### config.mk
export PLATFORM = sky130hd
export DESIGN_NAME = bcx_exec_core
export DESIGN_NICKNAME = d
export VERILOG_FILES = /design/src/bcx_pkg.sv /design/src/bcx_qphase.sv /design/src/bcx_addr_gen.sv /design/src/bcx_exec_core.sv
export SDC_FILE = /design/constraint.sdc
export NUM_CORES = 1
export LEC_CHECK = 0
export BUFFER_PORTS_ARGS = -buffer_cell sky130_fd_sc_hd__buf_2
export CAP_MARGIN = 30
export CORE_ASPECT_RATIO = 0.8
export CORE_MARGIN = 2
export CORE_UTILIZATION = 60
export CTS_CLUSTER_DIAMETER = 120
export DETAILED_ROUTE_END_ITERATION = 8
export GPL_TIMING_DRIVEN = 0
export MAX_ROUTING_LAYER = met4
export PLACE_DENSITY = 0.87
export SYNTH_ARGS = -nofsm -noshare
export SYNTH_HDL_FRONTEND = slang
export SYNTH_HIERARCHICAL = 1
export SYNTH_SLANG_ARGS = --single-unit
### constraint.sdc
create_clock -name clk_sys_i -period 5.7 [get_ports clk_sys_i]
set_input_delay 0.285 -clock clk_sys_i [delete_from_list [all_inputs] [get_ports clk_sys_i]]
set_output_delay 0.285 -clock clk_sys_i [all_outputs]
set_load 0.1 [all_outputs]
### src/bcx_pkg.sv
// Purpose: shared constants and types for the five-instruction exec core
// Assumes: 8-bit data memory, 16-bit program words, 21-bit byte pc
// Notes:   register offsets are byte addresses on a 32-bit apb bus
package bcx_pkg;

  // ----------------------------------------------------------------------
  // register map
  // ----------------------------------------------------------------------
  localparam logic [7:0] ADDR_CTRL = 8'h00;
  localparam logic [7:0] ADDR_FLAGS = 8'h04;
  localparam logic [7:0] ADDR_WREG = 8'h08;
  localparam logic [7:0] ADDR_BANK_SEL = 8'h0c;
  localparam logic [7:0] ADDR_PC = 8'h10;
  localparam logic [7:0] ADDR_STACK_TOP = 8'h14;
  localparam logic [7:0] ADDR_SHADOW = 8'h18;
  localparam logic [7:0] ADDR_INDEX_BASE = 8'h1c;

  // ----------------------------------------------------------------------
  // fields and reset values
  // ----------------------------------------------------------------------
  localparam int CTRL_RUN_BIT = 0;
  localparam int CTRL_EXT_BIT = 1;
  localparam int FLAG_Z_BIT = 2;
  localparam int FLAG_OV_BIT = 3;
  localparam logic [1:0] CTRL_RST = 2'h0;
  localparam logic [4:0] FLAGS_RST = 5'h00;
  localparam logic [7:0] WREG_RST = 8'h00;
  localparam logic [3:0] BANK_SEL_RST = 4'h0;
  localparam logic [11:0] INDEX_BASE_RST = 12'h000;
  localparam logic [20:0] PC_RST = 21'h000000;
  localparam logic [20:0] PC_STEP = 21'h000002;
  localparam logic [15:0] IR_NOP = 16'h0000;

  // ----------------------------------------------------------------------
  // opcodes and addressing
  // ----------------------------------------------------------------------
  localparam logic [3:0] OPC_BIT_INVERT = 4'h7;
  localparam logic [7:0] OPC_BRANCH_OV = 8'he4;
  localparam logic [7:0] OPC_BRANCH_Z = 8'he0;
  localparam logic [6:0] OPC_CALL = 7'h76;
  localparam logic [3:0] OPC_CALL_SECOND = 4'hf;
  localparam logic [6:0] OPC_CLEAR = 7'h35;
  localparam logic [7:0] ACCESS_LIMIT = 8'h5f;
  localparam logic [3:0] ACCESS_LO_BANK = 4'h0;
  localparam logic [3:0] ACCESS_HI_BANK = 4'hf;

  // ----------------------------------------------------------------------
  // types
  // ----------------------------------------------------------------------
  typedef enum logic [1:0] {
    Q1 = 2'b00,
    Q2 = 2'b01,
    Q3 = 2'b11,
    Q4 = 2'b10
  } bcx_q_t;

  typedef struct packed {
    logic [20:0] addr;
    logic re;
  } bcx_pmem_req_t;

  typedef struct packed {
    logic [11:0] addr;
    logic [7:0] wdata;
    logic re;
    logic we;
  } bcx_dmem_req_t;

endpackage

### src/bcx_qphase.sv
// Purpose: quarter-phase sequencer, one quarter per clock
// Assumes: run may drop at any time
// Notes:   a started instruction cycle always runs to its fourth quarter
`timescale 1ns/1ps
`default_nettype none
module bcx_qphase (
  // clock and reset
  input wire logic clk_sys_i,
  input wire logic arst_n_i,
  // control
  input wire logic run_i,
  // phase
  output bcx_pkg::bcx_q_t phase_o
);

  bcx_pkg::bcx_q_t phase_ff;
  bcx_pkg::bcx_q_t nxt_phase;

  always_comb begin
    nxt_phase = phase_ff;
    if (run_i || phase_ff != bcx_pkg::Q1) begin
      case (phase_ff)
        bcx_pkg::Q1: nxt_phase = bcx_pkg::Q2;
        bcx_pkg::Q2: nxt_phase = bcx_pkg::Q3;
        bcx_pkg::Q3: nxt_phase = bcx_pkg::Q4;
        bcx_pkg::Q4: nxt_phase = bcx_pkg::Q1;
        default: nxt_phase = bcx_pkg::Q1;
      endcase
    end
  end

  always_ff @(posedge clk_sys_i or negedge arst_n_i) begin
    if (!arst_n_i) begin
      phase_ff <= bcx_pkg::Q1;
    end else begin
      phase_ff <= nxt_phase;
    end
  end

  assign phase_o = phase_ff;

endmodule
`default_nettype wire

### src/bcx_addr_gen.sv
// Purpose: data memory address from an 8-bit location operand
// Assumes: 16 banks of 256 bytes, 12-bit data address
// Notes:   purely combinational
`timescale 1ns/1ps
`default_nettype none
module bcx_addr_gen (
  // operand
  input wire logic [7:0] loc_i,
  input wire logic bank_mode_i,
  // configuration
  input wire logic ext_en_i,
  input wire logic [3:0] bank_sel_i,
  input wire logic [11:0] index_base_i,
  // result
  output logic [11:0] addr_o
);

  always_comb begin
    if (bank_mode_i) begin
      addr_o = {bank_sel_i, loc_i};
    end else if (ext_en_i && loc_i <= bcx_pkg::ACCESS_LIMIT) begin
      addr_o = index_base_i + {4'h0, loc_i};
    end else if (loc_i <= bcx_pkg::ACCESS_LIMIT) begin
      addr_o = {bcx_pkg::ACCESS_LO_BANK, loc_i};
    end else begin
      addr_o = {bcx_pkg::ACCESS_HI_BANK, loc_i};
    end
  end

endmodule
`default_nettype wire

### src/bcx_exec_core.sv
// Purpose: fetch, decode and execute of five core instructions
// Assumes: memories answer in the same clock as the request
// Notes:   registers reached over apb, zero wait states
//
// Operation
// - bit invert flips one bit, flags untouched
// - access bit selects access or selected bank
// - extended mode indexes locations up to 5fh
// - bit invert reads q2, processes q3, writes q4
// - overflow branch taken only on overflow flag
// - zero branch taken only on zero flag
// - branch target is pc plus twice offset
// - taken branch two cycles, else one
// - call pushes address after its two words
// - save flag copies working, flags, bank shadows
// - call literal loads pc bits 20 to 1
// - call decoded from first word only
// - call pushes in q3, writes pc q4
`timescale 1ns/1ps
`default_nettype none
module bcx_exec_core (
  // clock and reset
  input wire logic clk_sys_i,
  input wire logic arst_n_i,
  // apb slave
  input wire logic psel_i,
  input wire logic penable_i,
  input wire logic pwrite_i,
  input wire logic [7:0] paddr_i,
  input wire logic [31:0] pwdata_i,
  output logic [31:0] prdata_o,
  output logic pready_o,
  output logic pslverr_o,
  // program memory
  output bcx_pkg::bcx_pmem_req_t pmem_req_o,
  input wire logic [15:0] pmem_rdata_i,
  // data memory
  output bcx_pkg::bcx_dmem_req_t dmem_req_o,
  input wire logic [7:0] dmem_rdata_i,
  // return stack
  output logic stack_push_o,
  output logic [20:0] stack_top_o
);

  // ----------------------------------------------------------------------
  // helpers
  // ----------------------------------------------------------------------
  function automatic logic [20:0] branch_off(input logic [7:0] n);
    branch_off = {{12{n[7]}}, n, 1'b0};
  endfunction
  function automatic logic [7:0] bit_mask(input logic [2:0] b);
    bit_mask = 8'h01 << b;
  endfunction

  // ----------------------------------------------------------------------
  // state
  // ----------------------------------------------------------------------
  bcx_pkg::bcx_q_t phase;
  logic [1:0] ctrl_ff, nxt_ctrl;
  logic [4:0] flags_ff, nxt_flags, flags_shadow_ff, nxt_flags_shadow;
  logic [7:0] wreg_ff, nxt_wreg, working_shadow_ff, nxt_working_shadow;
  logic [3:0] bank_sel_reg_ff, nxt_bank_sel_reg;
  logic [3:0] bank_select_shadow_ff, nxt_bank_select_shadow;
  logic [11:0] index_base_ff, nxt_index_base, data_addr;
  logic [20:0] pc_ff, nxt_pc, stack_top_ff, nxt_stack_top;
  logic [15:0] ir_ff, nxt_ir;
  logic [7:0] opnd_ff, nxt_opnd, result_ff, nxt_result;
  logic is_inv, is_bov, is_bz, is_call, is_clr, taken;
  logic wr_en, rd_hit, halted, flush_ff, nxt_flush, push_ff, nxt_push;

  bcx_qphase u_qphase (
    .clk_sys_i(clk_sys_i),
    .arst_n_i(arst_n_i),
    .run_i(ctrl_ff[bcx_pkg::CTRL_RUN_BIT]),
    .phase_o(phase)
  );
  bcx_addr_gen u_addr_gen (
    .loc_i(ir_ff[7:0]),
    .bank_mode_i(ir_ff[8]),
    .ext_en_i(ctrl_ff[bcx_pkg::CTRL_EXT_BIT]),
    .bank_sel_i(bank_sel_reg_ff),
    .index_base_i(index_base_ff),
    .addr_o(data_addr)
  );

  // ----------------------------------------------------------------------
  // decode
  // ----------------------------------------------------------------------
  always_comb begin
    is_inv = !flush_ff && ir_ff[15:12] == bcx_pkg::OPC_BIT_INVERT;
    is_bov = !flush_ff && ir_ff[15:8] == bcx_pkg::OPC_BRANCH_OV;
    is_bz = !flush_ff && ir_ff[15:8] == bcx_pkg::OPC_BRANCH_Z;
    is_call = !flush_ff && ir_ff[15:9] == bcx_pkg::OPC_CALL;
    is_clr = !flush_ff && ir_ff[15:9] == bcx_pkg::OPC_CLEAR;
    taken = (is_bov && flags_ff[bcx_pkg::FLAG_OV_BIT]) ||
            (is_bz && flags_ff[bcx_pkg::FLAG_Z_BIT]);
  end

  // ----------------------------------------------------------------------
  // data path: read q2, process q3, write q4
  // ----------------------------------------------------------------------
  always_comb begin
    nxt_opnd = opnd_ff;
    nxt_result = result_ff;
    if (phase == bcx_pkg::Q2 && is_inv) begin
      nxt_opnd = dmem_rdata_i;
    end
    if (phase == bcx_pkg::Q3) begin
      nxt_result = is_inv ? (opnd_ff ^ bit_mask(ir_ff[11:9])) : 8'h00;
    end
  end
  always_ff @(posedge clk_sys_i or negedge arst_n_i) begin
    if (!arst_n_i) begin
      opnd_ff <= 8'h00;
      result_ff <= 8'h00;
    end else begin
      opnd_ff <= nxt_opnd;
      result_ff <= nxt_result;
    end
  end

  always_comb begin
    dmem_req_o.addr = data_addr;
    dmem_req_o.wdata = result_ff;
    dmem_req_o.re = is_inv && phase == bcx_pkg::Q2;
    dmem_req_o.we = (is_inv || is_clr) && phase == bcx_pkg::Q4;
    pmem_req_o.addr = pc_ff;
    pmem_req_o.re = phase == bcx_pkg::Q4;
  end

  // ----------------------------------------------------------------------
  // core registers and apb writes
  // ----------------------------------------------------------------------
  assign wr_en = psel_i && penable_i && pwrite_i;
  assign halted = !ctrl_ff[bcx_pkg::CTRL_RUN_BIT] && phase == bcx_pkg::Q1;
  always_comb begin
    nxt_ctrl = ctrl_ff;
    nxt_flags = flags_ff;
    nxt_wreg = wreg_ff;
    nxt_bank_sel_reg = bank_sel_reg_ff;
    nxt_index_base = index_base_ff;
    nxt_pc = pc_ff;
    nxt_ir = ir_ff;
    nxt_flush = flush_ff;
    nxt_stack_top = stack_top_ff;
    nxt_push = 1'b0;
    nxt_working_shadow = working_shadow_ff;
    nxt_flags_shadow = flags_shadow_ff;
    nxt_bank_select_shadow = bank_select_shadow_ff;
    if (wr_en) begin
      case (paddr_i)
        bcx_pkg::ADDR_CTRL: nxt_ctrl = pwdata_i[1:0];
        bcx_pkg::ADDR_FLAGS: nxt_flags = pwdata_i[4:0];
        bcx_pkg::ADDR_WREG: nxt_wreg = pwdata_i[7:0];
        bcx_pkg::ADDR_BANK_SEL: nxt_bank_sel_reg = pwdata_i[3:0];
        bcx_pkg::ADDR_INDEX_BASE: nxt_index_base = pwdata_i[11:0];
        bcx_pkg::ADDR_PC: begin
          if (halted) begin
            nxt_pc = {pwdata_i[20:1], 1'b0};
            nxt_flush = 1'b1;
          end
        end
        default: nxt_ctrl = ctrl_ff;
      endcase
    end
    if (phase == bcx_pkg::Q3 && is_call) begin
      nxt_stack_top = pc_ff + bcx_pkg::PC_STEP;
      nxt_push = 1'b1;
      if (ir_ff[8]) begin
        nxt_working_shadow = wreg_ff;
        nxt_flags_shadow = flags_ff;
        nxt_bank_select_shadow = bank_sel_reg_ff;
      end
    end
    if (phase == bcx_pkg::Q4) begin
      nxt_ir = pmem_rdata_i;
      nxt_flush = 1'b0;
      nxt_pc = pc_ff + bcx_pkg::PC_STEP;
      if (taken) begin
        nxt_pc = pc_ff + branch_off(ir_ff[7:0]);
        nxt_flush = 1'b1;
      end else if (is_call) begin
        nxt_pc = {pmem_rdata_i[11:0], ir_ff[7:0], 1'b0};
        nxt_flush = 1'b1;
      end
      if (is_clr) begin
        nxt_flags[bcx_pkg::FLAG_Z_BIT] = 1'b1;
      end
    end
  end

  always_ff @(posedge clk_sys_i or negedge arst_n_i) begin
    if (!arst_n_i) begin
      ctrl_ff <= bcx_pkg::CTRL_RST;
      flags_ff <= bcx_pkg::FLAGS_RST;
      wreg_ff <= bcx_pkg::WREG_RST;
      bank_sel_reg_ff <= bcx_pkg::BANK_SEL_RST;
      index_base_ff <= bcx_pkg::INDEX_BASE_RST;
      pc_ff <= bcx_pkg::PC_RST;
      ir_ff <= bcx_pkg::IR_NOP;
      flush_ff <= 1'b1;
      stack_top_ff <= bcx_pkg::PC_RST;
      push_ff <= 1'b0;
      working_shadow_ff <= bcx_pkg::WREG_RST;
      flags_shadow_ff <= bcx_pkg::FLAGS_RST;
      bank_select_shadow_ff <= bcx_pkg::BANK_SEL_RST;
    end else begin
      ctrl_ff <= nxt_ctrl;
      flags_ff <= nxt_flags;
      wreg_ff <= nxt_wreg;
      bank_sel_reg_ff <= nxt_bank_sel_reg;
      index_base_ff <= nxt_index_base;
      pc_ff <= nxt_pc;
      ir_ff <= nxt_ir;
      flush_ff <= nxt_flush;
      stack_top_ff <= nxt_stack_top;
      push_ff <= nxt_push;
      working_shadow_ff <= nxt_working_shadow;
      flags_shadow_ff <= nxt_flags_shadow;
      bank_select_shadow_ff <= nxt_bank_select_shadow;
    end
  end
  assign stack_push_o = push_ff;
  assign stack_top_o = stack_top_ff;

  // ----------------------------------------------------------------------
  // apb read side
  // ----------------------------------------------------------------------
  always_comb begin
    rd_hit = 1'b1;
    case (paddr_i)
      bcx_pkg::ADDR_CTRL: prdata_o = 32'(ctrl_ff);
      bcx_pkg::ADDR_FLAGS: prdata_o = 32'(flags_ff);
      bcx_pkg::ADDR_WREG: prdata_o = 32'(wreg_ff);
      bcx_pkg::ADDR_BANK_SEL: prdata_o = 32'(bank_sel_reg_ff);
      bcx_pkg::ADDR_PC: prdata_o = 32'(pc_ff);
      bcx_pkg::ADDR_STACK_TOP: prdata_o = 32'(stack_top_ff);
      bcx_pkg::ADDR_SHADOW: prdata_o = 32'({bank_select_shadow_ff,
                                            flags_shadow_ff,
                                            working_shadow_ff});
      bcx_pkg::ADDR_INDEX_BASE: prdata_o = 32'(index_base_ff);
      default: begin
        prdata_o = 32'h00000000;
        rd_hit = 1'b0;
      end
    endcase
  end
  assign pready_o = 1'b1;
  assign pslverr_o = psel_i && penable_i && !rd_hit;
endmodule
`default_nettype wire

# After elaboration in Yosys (flattened, before gate mapping)

Cells that the tools add are included.

Flip-flop bits (word level): 126
Input bits: 69
Word-level logic and storage cells: 97

Add/subtract/negate cells: 3
Order comparisons: 1
Eq/ne operators: 15
Shift operators: 1
Muxes and demuxes: 24
Bitwise logic cells: 1
Reduce and logical (&&, ||, !) cells: 35

Operators with widths:

| cell                                                           | count |
|---|---|
| case mux 21 bit (8 select lines)                               | 1 |
| 2-to-1 mux 21 bit                                              | 6 |
| 2-to-1 mux 12 bit                                              | 3 |
| equality test 8 x 5 -> 1 bit, second input constant            | 4 |
| adder 21 x 2 -> 21 bit, second input constant                  | 1 |
| adder 21 bit                                                   | 1 |
| equality test 8 x 4 -> 1 bit, second input constant            | 2 |
| equality test 8 bit, second input constant                     | 2 |
| logical AND 1 bit                                              | 15 |
| adder 12 x 8 -> 12 bit                                         | 1 |
| AND reduction 2 bit                                            | 6 |
| 2-to-1 mux 1 bit                                               | 10 |
| equality test 8 x 3 -> 1 bit, second input constant            | 1 |
| less-or-equal comparator 8 x 7 -> 1 bit, second input constant | 1 |
| zero test 8 bit                                                | 1 |
| 2-to-1 mux 8 bit                                               | 1 |
| case mux 2 bit (4 select lines)                                | 1 |
| nonzero test 2 bit                                             | 4 |
| OR reduction 8 bit                                             | 1 |
| left shift 1 x 3 -> 8 bit, first input constant                | 1 |
| XOR 8 bit                                                      | 1 |
| equality test 7 x 6 -> 1 bit, second input constant            | 1 |
| equality test 7 bit, second input constant                     | 1 |
| 2-to-1 mux 3 bit                                               | 2 |
| 7 further kinds                                                | 12 |

# Logic depth before layout (Yosys ltp)

Depth after elaboration: 6
Depth in mapped cells: 10
Depth with buffers taken out: 10

# By module

Netlist, hierarchy kept.

Modules (own cells, without submodules):

| module        | times used | cells each | area an instance (um2) | sequential area each (um2) |
|---|---|---|---|---|
| bcx_exec_core | 1          | 755        | 7282.0                 | 3054.2 |
| bcx_addr_gen  | 1          | 96         | 645.6                  | 0.0 |
| bcx_qphase    | 1          | 4          | 63.8                   | 50.0 |

# Worst setup path before layout

No wires, ideal clock.

Path kind: register -> output
Start point: register ir_ff[0]
End point: output dmem_req_o[14] (netlist name)
Arrival: 3.539 ns
Slack: 1.876 ns
Stages on the path, launching flop included: 9
Path through: dfrtp_1 ha_1 inv_1 fa_1 nand2b_1 nand2b_1 a21oi_1 xor2_1 o21ai_0

RTL lines:

| element                | RTL line             | text |
|---|---|---|
| start, declared        | bcx_exec_core.sv:66  | `logic [15:0] ir_ff, nxt_ir;` |
| start signal, assigned | bcx_exec_core.sv:200 | `ir_ff <= bcx_pkg::IR_NOP;` |
| start signal, assigned | bcx_exec_core.sv:214 | `ir_ff <= nxt_ir;` |
| end, declared          | bcx_exec_core.sv:38  | `output bcx_pkg::bcx_dmem_req_t dmem_req_o,` |

==> flow_metrics.py <==
metrics = {
    "finish": {
        "antenna_cells": 0,
        "fin_nets": 1130,
        "area_growth_pct": 20.5,
        "finish.utilization_pct": 74.6,
        "drive_gt1_share_pct": 27.5,
        "nFillCells": 947,
    },
    "routing": {
        "via_count": 7840,
        "via_per_inst": 6.43,
        "post-route-drc-count": 0,
        "dr.first_iter.drc_count": 1217,
        "drt_first_pass_iters": 8,
        "postRouteWirelength_um": 25800,
        "detail_route.wl_per_cell_um": 21.1,
        "ant_nets": 0,
    },
    "sta": {
        "grt_setup_unrepaired": "false",
        "hold_violations": 0,
        "fin_crit_sh_pct": 61.4,
        "relSlewSlack_pct": 39.0,
        "fmax_ghz": 0.286,
        "finalSetupViolations": 0,
        "skew_ps": 7.22,
        "period_needed_ps": 3500,
        "maxSlewViolCount": 0,
        "setup_tns_ps": 0,
        "worstMarginPinSlew_ps": 908,
    },
    "worst_setup_path": {
        "path_max_fanout": 18,
        "crit_path_end_kind": "output pin",
        "arrival_ps": 3210,
        "crit_buf_inv": 2,
        "r2r_slack_ps": 2590,
        "critPathLaunchType": "flip-flop",
        "critPathSlowestCell": "dfrtp_1",
        "max_stage_delay_ps": 910,
        "required_ps": 5410,
        "critPathTopFamily": "flip-flops",
        "worstSetupPathType": "flip-flop to output pin",
        "path_cells": "ha_1 > clkbuf_1 > a21oi_1 > nand2_1 > o2111ai_1 > xor2_1 > o22ai_1 > buf_2",
    },
    "place": {
        "globalplace.congestion": 1.00,
        "port_buffers": 143,
        "hpwl_um": 18800,
    },
    "cts": {
        "root_buffer": "clkbuf_16",
        "ctsResizeCount": 0,
        "clkTransAtPathRegs_ps": 60,
        "clock_latency_ps": 420,
        "cts_buffer_depth": 2,
        "cts_tree": "done",
        "cts_sinks": 124,
        "h-tree-depth": 4,
        "cts_buffers": 17,
    },
    "grt": {
        "grt_max_degree": 84,
        "track_usage_pct": 38.2,
        "grt_pass1_wl_um": 40300,
        "grt.overflow.total": 0,
        "grt_pass1_vias": 7283,
        "antenna_found_initial": 0,
    },
    "yosys": {
        "synth_area_mm2": 0.00799,
        "syn_inst": 855,
        "synth_enable_flop_cells": 0,
        "synth_async_sr_flop_share_pct": 100,
        "yosys-top-cells-count": "dfrtp_1 (123), nand2_1 (120), a21oi_1 (62)",
        "synth_most_common_cell": "dfrtp_1",
        "ys_warn_count": 6,
        "avgSynthCellArea_um2": 9.35,
        "yosys_most_used_dff": "dfrtp_1",
        "yosysTopAreaCell": "dfrtp_1",
        "ys_seq_area_share_pct": 38.8,
        "ys_ff_latch": 124,
        "synth.top_cell.area_share_pct": 38.5,
        "synth_top_cells_by_area": "dfrtp_1 (39%), mux2_2 (6.8%), nand2_1 (5.6%), ha_1 (4.4%), a21oi_1 (3.9%)",
        "yosysUniqueCellTypes": 78,
    },
    "die": {
        "ioPinCount": 169,
        "chipHeight_um": 107,
        "dieArea_mm2": 0.0143,
        "num_rows": 37,
        "core_area_mm2": 0.0129,
        "start_util_pct": 61.9,
        "fp.dieW_um": 133,
    },
    "power_and_ir_drop": {
        "power.leakage_nw": 4.78,
        "ir_drop_mv": 0.396,
        "power.density_mw_per_mm2": 568,
    },
    "job": {
        "maxCapViolCount": 0,
    },
    "min_path": {
        "hold_class": "input port to flip-flop",
    },
    "outcome": {
        "status": "finished, final reports clean",
    },
}
[report_power, final]
part	leakage [nW]	switching, mW	internal, mW	total [mW]
Combinational	2.85	2.14	0.848	2.98
Sequential	1.63	0.320	1.03	1.35
Clock	0.301	0.415	0.715	1.13
Total	4.78	2.87	2.60	5.47
[path summary, 6_finish.rpt]
check | start | end | cells past startpoint
max | ir_ff[7] | dmem_req_o[20] | 8
min | pmem_rdata_i[13] | ir_ff[13] | 3
max reg2reg | ir_ff[7] | pc_ff[16] | 9
min reg2reg | result_ff[1] | result_ff[1] | 2
max in group asynchronous | arst_n_i | flush_ff | 3
min in group asynchronous | arst_n_i | working_shadow_ff[3] | 2
[per-layer routing]
metal / part of all wire, % / GRT usage, % / wire [µm]
met1: 40 / 51.7 / 10300
met2: 43 / 56.3 / 11000
met3: 14 / 9.13 / 3610
met4: 3.4 / 14.1 / 878
met5: 0 / - / 0
[cells by family (layout without fill, tap and decap cells)]
logic type / count (synthesis) / after routing / synth area share, %
flops: 124 / 124 / 38.8
mux: 72 / 72 / 10.4
simple gates: 283 / 283 / 17.3
compound gates: 216 / 216 / 18.6
other cells: 2 / 14 / 0.0940
xor+xnor: 46 / 46 / 5.04
fa+ha+maj: 30 / 30 / 4.88
buf+inv: 82 / 259 / 4.90
[worst min-delay path, stage by stage]
cell and delay (ps):
buf_2 70, nand2_1 40, nand2_1 40
[timing repair]
action / 4_1_cts / 5_1_grt
hold endpoints to repair: 41 / 0
hold buffers: 1 / 0
buffers inserted: 0 / 0
[final cells by class]
cell class                 instances  area [µm²]  share of cell area, %
inverter                          21        78.8                  0.818
tap                              175         219                   2.27
timing repair buffer             145         759                   7.89
sequential                       124        3100                   32.2
multi-input combinational        661        4540                   47.1
clock inverter                    12         160                   1.66
buffer                            61         313                   3.25
clock buffer                      20         457                   4.74
[placed cells by master, fill, tap and decap left out, types with 13 or more instances in the layout]
cell type,netlist,layout
a21o_1,13,13
nand4_1,15,15
clkbuf_1,26,27
nand3_1,29,29
inv_1,19,19
xor2_1,26,26
nor2_1,58,58
clkbuf_16,0,17
xnor2_1,20,20
buf_4,15,15
o21ai_0,27,27
o211ai_1,17,17
buf_2,16,158
a21oi_1,62,62
ha_1,28,28
mux2i_1,14,14
conb_1,2,14
nand2_1,120,120
dfrtp_1,123,123
a222oi_1,17,17
mux2_2,48,48
[per-stage QoR]
step	cell area, µm²	power (mW)	setup WS (ps)	hold slack (ps)	std cells
2_1_floorplan	8040	3.58	1880	-10.6	867
3_3_place_gp	8970	4.19	2630	458	1185
3_5_place_dp	9000	4.23	2650	220	1186
4_1_cts	9630	5.38	2240	50.6	1219
5_1_grt	9630	5.71	1980	51.3	1219
6_report	9630	5.47	2200	48.3	1219
[flip-flops by register name, indices dropped and copies added, names as in the netlist, 5 cells and up]
signal / count
ir_ff: 16
result_ff: 8
opnd_ff: 8
pc_ff: 20
flags_shadow_ff: 5
stack_top_o: 20
flags_ff: 5
index_base_ff: 12
wreg_ff: 8
working_shadow_ff: 8
Note: power is estimated with default switching activity, not from simulation.
